--- src/logic/aisf_pkg.sv ---
// Constants for the accelerometer interrupt status and filter setup bank.
// Assumes a serial port front end that turns bus frames into register
// read and write strobes on the system clock.

package aisf_pkg;

    localparam logic [7:0] OFS_X_MSB = 8'h01;
    localparam logic [7:0] OFS_Z_LSB = 8'h06;
    localparam logic [7:0] OFS_INT_SOURCE = 8'h0c;
    localparam logic [7:0] OFS_DEVICE_IDENTITY = 8'h0d;
    localparam logic [7:0] OFS_OUTPUT_RANGE_CONFIG = 8'h0e;
    localparam logic [7:0] OFS_HIGHPASS_CUTOFF_CONFIG = 8'h0f;
    localparam logic [7:0] OFS_ORIENTATION_STATUS = 8'h10;
    localparam logic [7:0] OFS_FALL_MOTION_SOURCE = 8'h16;
    localparam logic [7:0] OFS_TAP_SOURCE = 8'h22;

    // Identity code: value is arbitrary
    localparam logic [7:0] IDENTITY_CODE = 8'h5c;

    localparam int BIT_SRC_ORIENT = 4;
    localparam int BIT_SRC_TAP = 3;
    localparam int BIT_SRC_FALL = 2;
    localparam int BIT_SRC_READY = 0;
    localparam int BIT_HP_OUT = 4;
    localparam int BIT_TAP_HP_BYP = 5;
    localparam int BIT_TAP_LP_EN = 4;

    localparam logic [1:0] RANGE_RESET = 2'h0;
    localparam logic [1:0] RANGE_2G = 2'h0;
    localparam logic [1:0] RANGE_4G = 2'h1;
    localparam logic [1:0] RANGE_8G = 2'h2;
    localparam logic [1:0] CUTOFF_RESET = 2'h0;

    // Oversampling modes
    localparam logic [1:0] OSM_NORMAL = 2'h0;
    localparam logic [1:0] OSM_LOW_NOISE = 2'h1;
    localparam logic [1:0] OSM_HIGH_RES = 2'h2;
    localparam logic [1:0] OSM_LOW_POWER = 2'h3;

    // Rate index: 0 800, 1 400, 2 200, 3 100, 4 50, 5 12.5, 6 6.25, 7 1.56 Hz
    // Corner is 2**exp in 1/32 Hz units: 9 is 16 Hz, 0 is 1/32 Hz
    localparam logic [31:0] CORNER_EXP_NORMAL = 32'h66667899;
    localparam logic [31:0] CORNER_EXP_LOW_NOISE = 32'h44467899;
    localparam logic [31:0] CORNER_EXP_HIGH_RES = 32'h99999999;
    localparam logic [31:0] CORNER_EXP_LOW_POWER = 32'h33356789;

endpackage

--- src/logic/aisf_regs.sv ---
// Interrupt source flags, identity, output range and high-pass cutoff
// registers of a three-axis accelerometer.
// Assumes event, enable and rate inputs and the register strobes all come
// from logic on clk_sys_i; no synchronisers are needed on them.
`timescale 1ns/100ps

module aisf_regs
#(
    parameter int ADDR_W = 8
)
(
    input wire logic clk_sys_i,
    input wire logic rst_b_i,
    input wire logic [ADDR_W-1:0] reg_addr_i,
    input wire logic reg_wr_i,
    input wire logic [7:0] reg_wdata_i,
    input wire logic reg_rd_i,
    output logic [7:0] reg_rdata_o,
    output logic reg_rvalid_o,
    input wire logic tap_event_active_flag_i,
    input wire logic tap_irq_en_i,
    input wire logic fall_motion_event_active_flag_i,
    input wire logic fall_motion_irq_en_i,
    input wire logic axes_ready_flag_i,
    input wire logic axes_overwrite_flag_i,
    input wire logic sample_ready_irq_en_i,
    input wire logic orientation_change_i,
    input wire logic orientation_irq_en_i,
    input wire logic [2:0] rate_index_i,
    input wire logic [1:0] oversampling_mode_i,
    output logic tap_irq_flag_o,
    output logic fall_motion_irq_flag_o,
    output logic sample_ready_irq_flag_o,
    output logic orientation_irq_flag_o,
    output logic highpass_output_select_o,
    output logic [1:0] range_select_o,
    output logic [3:0] full_scale_g_o,
    output logic range_reserved_o,
    output logic tap_highpass_bypass_o,
    output logic tap_lowpass_enable_o,
    output logic [3:0] highpass_corner_exp_o
);

    ////////////////////////////////////////////////////////////////////////
    // Elaboration check
    if (ADDR_W < 8)
    begin : g_addr_chk
        $error("aisf_regs: ADDR_W must be at least 8");
    end

    ////////////////////////////////////////////////////////////////////////
    // Address decode
    logic [7:0] addr_lo;
    logic addr_hi_zero;
    logic rd_tap_src, rd_fall_src, rd_orient;
    logic rd_x, rd_y, rd_z;
    logic wr_range, wr_cutoff;

    always_comb
    begin
        addr_lo = reg_addr_i[7:0];
        addr_hi_zero = (reg_addr_i >> 8) == '0;
        rd_tap_src = 1'b0;
        rd_fall_src = 1'b0;
        rd_orient = 1'b0;
        rd_x = 1'b0;
        rd_y = 1'b0;
        rd_z = 1'b0;
        if (reg_rd_i && addr_hi_zero)
        begin
            if (addr_lo == aisf_pkg::OFS_TAP_SOURCE)
                rd_tap_src = 1'b1;
            else if (addr_lo == aisf_pkg::OFS_FALL_MOTION_SOURCE)
                rd_fall_src = 1'b1;
            else if (addr_lo == aisf_pkg::OFS_ORIENTATION_STATUS)
                rd_orient = 1'b1;
            else if (addr_lo >= aisf_pkg::OFS_X_MSB
                     && addr_lo <= aisf_pkg::OFS_Z_LSB)
            begin
                // Either byte of an axis counts as reading that axis
                rd_x = addr_lo < 8'h03;
                rd_y = addr_lo == 8'h03 || addr_lo == 8'h04;
                rd_z = addr_lo > 8'h04;
            end
        end
    end

    always_comb
    begin
        wr_range = 1'b0;
        wr_cutoff = 1'b0;
        // Identity and source registers have no write path
        if (reg_wr_i && addr_hi_zero)
        begin
            if (addr_lo == aisf_pkg::OFS_OUTPUT_RANGE_CONFIG)
                wr_range = 1'b1;
            else if (addr_lo == aisf_pkg::OFS_HIGHPASS_CUTOFF_CONFIG)
                wr_cutoff = 1'b1;
        end
    end

    ////////////////////////////////////////////////////////////////////////
    // Interrupt source flags
    logic tap_lvl, fall_lvl, ready_lvl, orient_lvl;
    logic tap_prev_r, fall_prev_r, ready_prev_r, orient_prev_r;
    logic tap_flag_r, fall_flag_r, ready_flag_r, orient_flag_r;
    logic [2:0] axes_seen_r;
    logic tap_flag_nxt, fall_flag_nxt, ready_flag_nxt, orient_flag_nxt;
    logic [2:0] axes_seen_nxt;
    logic [2:0] axes_now;
    logic ready_clr;

    always_comb
    begin
        tap_lvl = tap_event_active_flag_i && tap_irq_en_i;
        fall_lvl = fall_motion_event_active_flag_i
                   && fall_motion_irq_en_i;
        ready_lvl = (axes_ready_flag_i || axes_overwrite_flag_i)
                    && sample_ready_irq_en_i;
        orient_lvl = orientation_change_i && orientation_irq_en_i;

        // Set beats clear when both land in one cycle
        tap_flag_nxt = (tap_lvl && !tap_prev_r)
                       || (tap_flag_r && !rd_tap_src);
        fall_flag_nxt = (fall_lvl && !fall_prev_r)
                        || (fall_flag_r && !rd_fall_src);
        orient_flag_nxt = (orient_lvl && !orient_prev_r)
                          || (orient_flag_r && !rd_orient);

        axes_now = axes_seen_r | {rd_z, rd_y, rd_x};
        ready_clr = &axes_now;
        axes_seen_nxt = ready_clr ? 3'h0 : axes_now;
        ready_flag_nxt = (ready_lvl && !ready_prev_r)
                         || (ready_flag_r && !ready_clr);
    end

    always_ff @(posedge clk_sys_i)
    begin
        if (!rst_b_i)
        begin
            tap_prev_r <= 1'b0;
            fall_prev_r <= 1'b0;
            ready_prev_r <= 1'b0;
            orient_prev_r <= 1'b0;
            tap_flag_r <= 1'b0;
            fall_flag_r <= 1'b0;
            ready_flag_r <= 1'b0;
            orient_flag_r <= 1'b0;
            axes_seen_r <= 3'h0;
        end
        else
        begin
            tap_prev_r <= tap_lvl;
            fall_prev_r <= fall_lvl;
            ready_prev_r <= ready_lvl;
            orient_prev_r <= orient_lvl;
            tap_flag_r <= tap_flag_nxt;
            fall_flag_r <= fall_flag_nxt;
            ready_flag_r <= ready_flag_nxt;
            orient_flag_r <= orient_flag_nxt;
            axes_seen_r <= axes_seen_nxt;
        end
    end

    ////////////////////////////////////////////////////////////////////////
    // Configuration registers
    logic hp_out_r, tap_hp_byp_r, tap_lp_en_r;
    logic [1:0] range_r, cutoff_r;
    logic hp_out_nxt, tap_hp_byp_nxt, tap_lp_en_nxt;
    logic [1:0] range_nxt, cutoff_nxt;

    always_comb
    begin
        hp_out_nxt = hp_out_r;
        range_nxt = range_r;
        tap_hp_byp_nxt = tap_hp_byp_r;
        tap_lp_en_nxt = tap_lp_en_r;
        cutoff_nxt = cutoff_r;
        if (wr_range)
        begin
            hp_out_nxt = reg_wdata_i[aisf_pkg::BIT_HP_OUT];
            range_nxt = reg_wdata_i[1:0];
        end
        if (wr_cutoff)
        begin
            tap_hp_byp_nxt = reg_wdata_i[aisf_pkg::BIT_TAP_HP_BYP];
            tap_lp_en_nxt = reg_wdata_i[aisf_pkg::BIT_TAP_LP_EN];
            cutoff_nxt = reg_wdata_i[1:0];
        end
    end

    always_ff @(posedge clk_sys_i)
    begin
        if (!rst_b_i)
        begin
            hp_out_r <= 1'b0;
            range_r <= aisf_pkg::RANGE_RESET;
            tap_hp_byp_r <= 1'b0;
            tap_lp_en_r <= 1'b0;
            cutoff_r <= aisf_pkg::CUTOFF_RESET;
        end
        else
        begin
            hp_out_r <= hp_out_nxt;
            range_r <= range_nxt;
            tap_hp_byp_r <= tap_hp_byp_nxt;
            tap_lp_en_r <= tap_lp_en_nxt;
            cutoff_r <= cutoff_nxt;
        end
    end

    ////////////////////////////////////////////////////////////////////////
    // Range decode and high-pass corner

    logic [3:0] fs_g_nxt;
    logic fs_rsvd_nxt;
    logic [31:0] exp_row;
    logic [3:0] base_exp;
    logic [3:0] corner_nxt;
    logic [3:0] fs_g_r;
    logic fs_rsvd_r;
    logic [3:0] corner_r;

    always_comb
    begin
        fs_rsvd_nxt = 1'b0;
        case (range_nxt)
            aisf_pkg::RANGE_2G: fs_g_nxt = 4'h2;
            aisf_pkg::RANGE_4G: fs_g_nxt = 4'h4;
            aisf_pkg::RANGE_8G: fs_g_nxt = 4'h8;
            default:
            begin
                fs_g_nxt = 4'h0;
                fs_rsvd_nxt = 1'b1;
            end
        endcase

        case (oversampling_mode_i)
            aisf_pkg::OSM_NORMAL:
                exp_row = aisf_pkg::CORNER_EXP_NORMAL;
            aisf_pkg::OSM_LOW_NOISE:
                exp_row = aisf_pkg::CORNER_EXP_LOW_NOISE;
            aisf_pkg::OSM_HIGH_RES:
                exp_row = aisf_pkg::CORNER_EXP_HIGH_RES;
            default: exp_row = aisf_pkg::CORNER_EXP_LOW_POWER;
        endcase
        base_exp = exp_row[{rate_index_i, 2'b00} +: 4];
        // Each select step halves the corner
        corner_nxt = base_exp - {2'b00, cutoff_nxt};
    end

    always_ff @(posedge clk_sys_i)
    begin
        if (!rst_b_i)
        begin
            fs_g_r <= 4'h2;
            fs_rsvd_r <= 1'b0;
            corner_r <= 4'h0;
        end
        else
        begin
            fs_g_r <= fs_g_nxt;
            fs_rsvd_r <= fs_rsvd_nxt;
            corner_r <= corner_nxt;
        end
    end

    ////////////////////////////////////////////////////////////////////////
    // Read data

    logic [7:0] rdata_nxt;
    logic [7:0] rdata_r;
    logic rvalid_r;

    always_comb
    begin
        rdata_nxt = 8'h00;
        if (reg_rd_i && addr_hi_zero)
        begin
            if (addr_lo == aisf_pkg::OFS_INT_SOURCE)
            begin
                rdata_nxt[aisf_pkg::BIT_SRC_ORIENT] = orient_flag_r;
                rdata_nxt[aisf_pkg::BIT_SRC_TAP] = tap_flag_r;
                rdata_nxt[aisf_pkg::BIT_SRC_FALL] = fall_flag_r;
                rdata_nxt[aisf_pkg::BIT_SRC_READY] = ready_flag_r;
            end
            else if (addr_lo == aisf_pkg::OFS_DEVICE_IDENTITY)
                rdata_nxt = aisf_pkg::IDENTITY_CODE;
            else if (addr_lo == aisf_pkg::OFS_OUTPUT_RANGE_CONFIG)
            begin
                rdata_nxt[aisf_pkg::BIT_HP_OUT] = hp_out_r;
                rdata_nxt[1:0] = range_r;
            end
            else if (addr_lo == aisf_pkg::OFS_HIGHPASS_CUTOFF_CONFIG)
            begin
                rdata_nxt[aisf_pkg::BIT_TAP_HP_BYP] = tap_hp_byp_r;
                rdata_nxt[aisf_pkg::BIT_TAP_LP_EN] = tap_lp_en_r;
                rdata_nxt[1:0] = cutoff_r;
            end
        end
    end

    always_ff @(posedge clk_sys_i)
    begin
        if (!rst_b_i)
        begin
            rdata_r <= 8'h00;
            rvalid_r <= 1'b0;
        end
        else
        begin
            rdata_r <= rdata_nxt;
            rvalid_r <= reg_rd_i;
        end
    end

    ////////////////////////////////////////////////////////////////////////
    // Outputs

    always_comb
    begin
        reg_rdata_o = rdata_r;
        reg_rvalid_o = rvalid_r;
        tap_irq_flag_o = tap_flag_r;
        fall_motion_irq_flag_o = fall_flag_r;
        sample_ready_irq_flag_o = ready_flag_r;
        orientation_irq_flag_o = orient_flag_r;
        highpass_output_select_o = hp_out_r;
        range_select_o = range_r;
        full_scale_g_o = fs_g_r;
        range_reserved_o = fs_rsvd_r;
        tap_highpass_bypass_o = tap_hp_byp_r;
        tap_lowpass_enable_o = tap_lp_en_r;
        highpass_corner_exp_o = corner_r;
    end

endmodule
--- config.mk ---
export PLATFORM = sky130hd
export DESIGN_NAME = aisf_regs
export DESIGN_NICKNAME = d
export VERILOG_FILES = /design/src/logic/aisf_pkg.sv /design/src/logic/aisf_regs.sv
export SDC_FILE = /design/constraint.sdc
export NUM_CORES = 1
export LEC_CHECK = 0
export ABC_AREA = 1
export CORE_MARGIN = 5
export CORE_UTILIZATION = 30
export CTS_CLUSTER_SIZE = 20
export DETAILED_ROUTE_END_ITERATION = 12
export DONT_BUFFER_PORTS = 1
export HOLD_SLACK_MARGIN = 0.05
export PLACE_DENSITY = 0.5
export SLEW_MARGIN = 20
export SYNTH_ARGS = -nofsm -noshare
export SYNTH_HDL_FRONTEND = slang
export SYNTH_SLANG_ARGS = --single-unit
--- constraint.sdc ---
create_clock -name clk_sys_i -period 1.9 [get_ports clk_sys_i]
set_input_delay 0.095 -clock clk_sys_i [delete_from_list [all_inputs] [get_ports clk_sys_i]]
set_output_delay 0.095 -clock clk_sys_i [all_outputs]
set_load 0.01 [all_outputs]
# Word level (Yosys, flattened, before mapping)
# Index checks and enable logic that the tools add are counted.
dict set report totals {
  regBits 36
  input_bits 34
  out_inout_bits 27
}
dict set report classes {
  n_addsub 1
  magnitude_cmp 4
  n_eq_ne 13
  shifts 1
  n_mux 44
  bitwise 4
  reduce_logical 36
}
# cell count
set ops {}
lappend ops {{case mux 32 bit (3 select lines)} 1}
lappend ops {{two-way mux 1 bit} 35}
lappend ops {{equality test 8 x 4 -> 1 bit, second input constant} 4}
lappend ops {{indexed part select 32 x 6 -> 4 bit} 1}
lappend ops {{equality test 8 x 5 -> 1 bit, second input constant} 2}
lappend ops {{logical AND 1 bit} 13}
lappend ops {{two-way mux 2 bit} 6}
lappend ops {{case mux 4 bit (3 select lines)} 1}
lappend ops {{equality test 8 x 2 -> 1 bit, second input constant} 1}
lappend ops {{equality test 8 x 3 -> 1 bit, second input constant} 1}
lappend ops {{equality test 8 x 6 -> 1 bit, second input constant} 1}
lappend ops {{greater-or-equal comparator 8 x 1 -> 1 bit, second input constant} 1}
lappend ops {{greater-than comparator 8 x 3 -> 1 bit, second input constant} 1}
lappend ops {{less-or-equal comparator 8 x 3 -> 1 bit, second input constant} 1}
lappend ops {{zero test 1 bit} 8}
lappend ops {{less-than comparator 8 x 2 -> 1 bit, second input constant} 1}
lappend ops {{logical OR 1 bit} 6}
lappend ops {{OR reduction 3 bit} 2}
lappend ops {{OR reduction 6 bit} 1}
lappend ops {{equality test 2 x 1 -> 1 bit, second input constant} 2}
lappend ops {{equality test 2 bit, second input constant} 2}
lappend ops {{zero test 2 bit} 2}
lappend ops {{OR reduction 4 bit} 1}
lappend ops {{subtractor 4 x 2 -> 4 bit} 1}
lappend ops {{other kinds (6)} 8}

# Depth between registers and ports, before layout
dict set report depth {
  ltp_word 12
  ltp_mapped 15
  mapped_depth_nobuf 15
}

# Worst setup path after synthesis
# OpenSTA, ideal clock, no wires.
dict set report synth_path {
  path_kind {input to register}
  start {input reg_addr_i[4]}
  end {register corner_r[2], in the netlist highpass_corner_exp_o[2]}
  setup_time_ns 0.070
  arrival_ns 1.704
  required_time_ns 1.830
  setup_slack_ns 0.127
  path_stages 13
  path_buffers 0
  path_cell_list {nor2_2 -> nand2_2 -> nor2_4 -> nand2_1 -> clkinv_2 -> nand2_2 -> o21ai_1 -> inv_1 -> ha_1 -> fa_1 -> inv_1 -> o21ai_0 -> a21oi_1}
}
dict set report synth_between {
  elab_chain_cells 6
  elab_cells_between_ends 7
}
# element line
set synth_rtl {}
lappend synth_rtl {{from (decl)} aisf_regs.sv:14} ;# input wire logic [ADDR_W-1:0] reg_addr_i,
lappend synth_rtl {{equality test 8 x 4 -> 1 bit} aisf_regs.sv:97} ;# else if (addr_lo == aisf_pkg::OFS_HIGHPASS_CUTOFF_CONFIG)
lappend synth_rtl {{two-way mux 1 bit} aisf_regs.sv:97}
lappend synth_rtl {{two-way mux 1 bit (*)} aisf_regs.sv:95} ;# if (addr_lo == aisf_pkg::OFS_OUTPUT_RANGE_CONFIG)
lappend synth_rtl {{two-way mux 1 bit (*)} aisf_regs.sv:93} ;# if (reg_wr_i && addr_hi_zero)
lappend synth_rtl {{two-way mux 2 bit (*)} aisf_regs.sv:184} ;# if (wr_cutoff)
lappend synth_rtl {{named net cutoff_nxt[0]} aisf_regs.sv:170} ;# logic [1:0] range_nxt, cutoff_nxt;
lappend synth_rtl {{subtractor 4 x 2 -> 4 bit (*)} aisf_regs.sv:249} ;# corner_nxt = base_exp - {2'b00, cutoff_nxt};
lappend synth_rtl {{to (signal assigned)} aisf_regs.sv:264} ;# corner_r <= corner_nxt;
lappend synth_rtl {{to (decl)} aisf_regs.sv:222} ;# logic [3:0] corner_r;
# The timed path passes the listed nets; every way through them passes the cells marked *.
# A chain may end at the register's enable or synchronous reset.

# Worst setup path after layout
dict set report layout_path {
  start {input rst_b_i}
  end {register rdata_r[0], in the netlist reg_rdata_o[0]}
}
dict set report layout_between {
  elab_chain_cells 1
}
# element line
set layout_rtl {}
lappend layout_rtl {{from (decl)} aisf_regs.sv:13} ;# input wire logic rst_b_i,
lappend layout_rtl {{AND reduction 2 bit (no line)} -}
lappend layout_rtl {{to (signal assigned)} aisf_regs.sv:312} ;# rdata_r <= rdata_nxt;
lappend layout_rtl {{to (decl)} aisf_regs.sv:272} ;# logic [7:0] rdata_r;
# No other way between the ends.

==> results.py <==
metrics = {
    "outcome": {
        "status": "complete, no violations",
    },
    "timing": {
        "hold_ws_ps": 61.3,
        "fmax_ghz": 0.619,
        "finalSetupTns_ps": 0,
        "slew-limit-headroom": 0.664,
        "finalHoldViolations": 0,
        "skew_ps": 5.64,
        "rsz0062_at_grt": "false",
        "finalSetupViolCount": 0,
        "period_share": 0.850,
        "slew_violations": 0,
        "worstMarginPinSlew_ps": 502,
        "period_minus_slack_ps": 1620,
    },
    "global_routing": {
        "grt_overflow": 0,
        "first_global_vias": 1424,
        "grtUsageTotal": 0.122,
        "grt_pass1_wl_um": 6760,
        "grt_max_degree": 15,
        "antenna_found_initial": 0,
    },
    "worst_setup_path": {
        "cp-end-kind": "flip-flop",
        "r2r_cells": 5,
        "cp_max_fo": 12,
        "critPathKind": "input pin to flip-flop",
        "endpoint": "reg_rdata_o[0]",
        "timing.rr.start": "range_select_o[0]",
        "cp-start-kind": "input pin",
        "worstPathRequired_ps": 2120,
        "crit_start": "rst_b_i",
        "rrSetupSlack_ps": 290,
        "critPathArrivalTime_ps": 1840,
        "r2r_end": "reg_rdata_o[0]",
    },
    "min_path": {
        "hold_depth": 3,
        "hp-class": "input pin to flip-flop",
        "holdCritStartpoint": "reg_rd_i",
    },
    "floorplan": {
        "die_h_um": 83.3,
        "fp.dieArea_um2": 6940,
        "ios": 61,
        "core_area_um2": 5170,
        "dieWidth_um": 83.3,
        "rows": 26,
        "start_util": 0.312,
    },
    "synthesis": {
        "syn_area_um2": 1610,
        "yosysWarnings": 0,
        "syn_area_per_cell_um2": 7.33,
        "synth_cell_types": 29,
        "yosysSeqAreaShare": 0.422,
        "yosys_register_bits": 34,
        "syn-instance-count": 220,
    },
    "place": {
        "place_hpwl_um": 3030,
        "port_buffers": 0,
        "placed_area_um2": 1710,
        "dp_cells": 291,
        "routabilityCongestion": 0.756,
    },
    "drt": {
        "route.detailed.drc": 0,
        "ant_nets": 0,
        "vias_per_cell": 4.33,
        "avgRoutedWirePerCell_um": 12.3,
        "drt_pass1_iterations": 5,
        "vias": 1382,
        "drt_iter0_markers": 28,
        "wirelength_um": 3930,
    },
    "clocking": {
        "cts_buffer_depth": 2,
        "cts_buffers": 5,
        "cts_resized": 0,
        "clkTransAtPathRegs_ps": 60,
        "clock_sinks": 34,
        "htree_levels": 2,
        "cts_tree": "done",
        "root_buffer": "clkbuf_8",
        "clk_latency_ps": 280,
    },
    "layout": {
        "antenna_cells": 0,
        "final_area_um2": 2000,
        "finalNetCount": 289,
        "layout_common_cells": "nand2_1, inv_1, dfxtp_1, nor2_1, dlygate4sd3_1",
        "finalNonFillerCells": 319,
        "synthToLayoutAreaGrowth_pct": 24.1,
        "final_common_cell": "nand2_1",
        "layout-drive-gt1-share": 0.120,
    },
    "power_and_ir_drop": {
        "power_leakage_nw": 0.931,
        "vdd.ir_drop.worst_uv": 270,
        "power_density_nw_per_um2": 716,
    },
    "job": {
        "max-cap-violations": 0,
    },
}
state kept, by name (all words and copies together) (netlist names):
register                  cells
sample_ready_irq_flag_o       1
reg_rdata_o                   7
ready_prev_r                  1
highpass_corner_exp_o         4
range_reserved_o              1
reg_rvalid_o                  1
highpass_output_select_o      1
orient_prev_r                 1
tap_prev_r                    1
fall_prev_r                   1
axes_seen_r                   3
tap_irq_flag_o                1
cutoff_r                      2
fall_motion_irq_flag_o        1
tap_highpass_bypass_o         1
orientation_irq_flag_o        1
range_select_o                2
full_scale_g_o                3
tap_lowpass_enable_o          1
area by class of cell:
class                   count  area, um^2
clock buffers               7        86.3
clock inverters             1        5.00
fillers                   557        3170
inverters                  40         151
multi-input cells         143         759
flip-flops and latches     34         681
well taps                  70        87.6
repair buffers             24         230
synth_stat cells, drive strengths merged:
cell type,count,area (um^2)
nand2,54,235
inv,39,146
dfxtp,34,681
nor2,31,134
a21oi,13,65.1
nand3,12,60.1
o21ai,12,67.6
ha,6,75.1
nor4,4,25.0
buf,3,20.0
o32ai,2,17.5
clkbuf,1,3.75
clkinv,1,5.00
conb,1,3.75
fa,1,20.0
nand4,1,6.26
nor3,1,16.3
o2111ai,1,8.76
o211ai,1,7.51
o31ai,1,7.51
or2,1,6.26
worst min-delay path by stage:
stage,to,slack (ps)
6_report,tap_irq_flag_o,60
3_5_place_dp,full_scale_g_o[1],190
5_1_grt,reg_rdata_o[6],70
3_3_place_gp,full_scale_g_o[1],190
2_1_floorplan,orient_prev_r,220
4_1_cts,fall_motion_irq_flag_o,50
worst max-delay path: stages:
cell and delay (ps):
dlygate4sd3_1 850, nand2_1 160, a21oi_1 160, dlygate4sd3_1 570
cells by family after synthesis:
logic type / after synthesis / share of synthesized area
AO/OA/AOI/OAI: 30 / 0.108
adder cells (fa/ha/maj): 7 / 0.0590
buffers and inverters: 44 / 0.109
flip-flops: 34 / 0.422
other: 1 / 0.00233
AND/OR/NAND/NOR: 104 / 0.300
timing repair:
item | CTS | global route
hold buffers | 20 | 0
buffers inserted | 0 | 0
endpoints found under the hold margin | 27 | 0
per-stage QoR:
stage                     power, mW  setup WS, ps   util
after CTS                      1.47           257  0.387
after floorplan               0.849           127      -
after global placement        0.871           138  0.330
after global routing           1.52           172  0.387
final                          1.43           285  0.387
after detailed placement      0.871           130  0.330
power breakdown:
part           internal (mW)  switching (mW)
registers              0.733          0.0206
logic                 0.0614          0.0755
clock network          0.292           0.251
per-layer routing:
layer	vias to the layer above	track usage	wire length, um
met2	46	0.196	1800
met3	2	0.0564	369
met5	-	0	0
met1	596	0.137	1740
met4	0	0.0535	24
li1	738	-	-
Note: power is estimated with default switching activity, not from simulation.
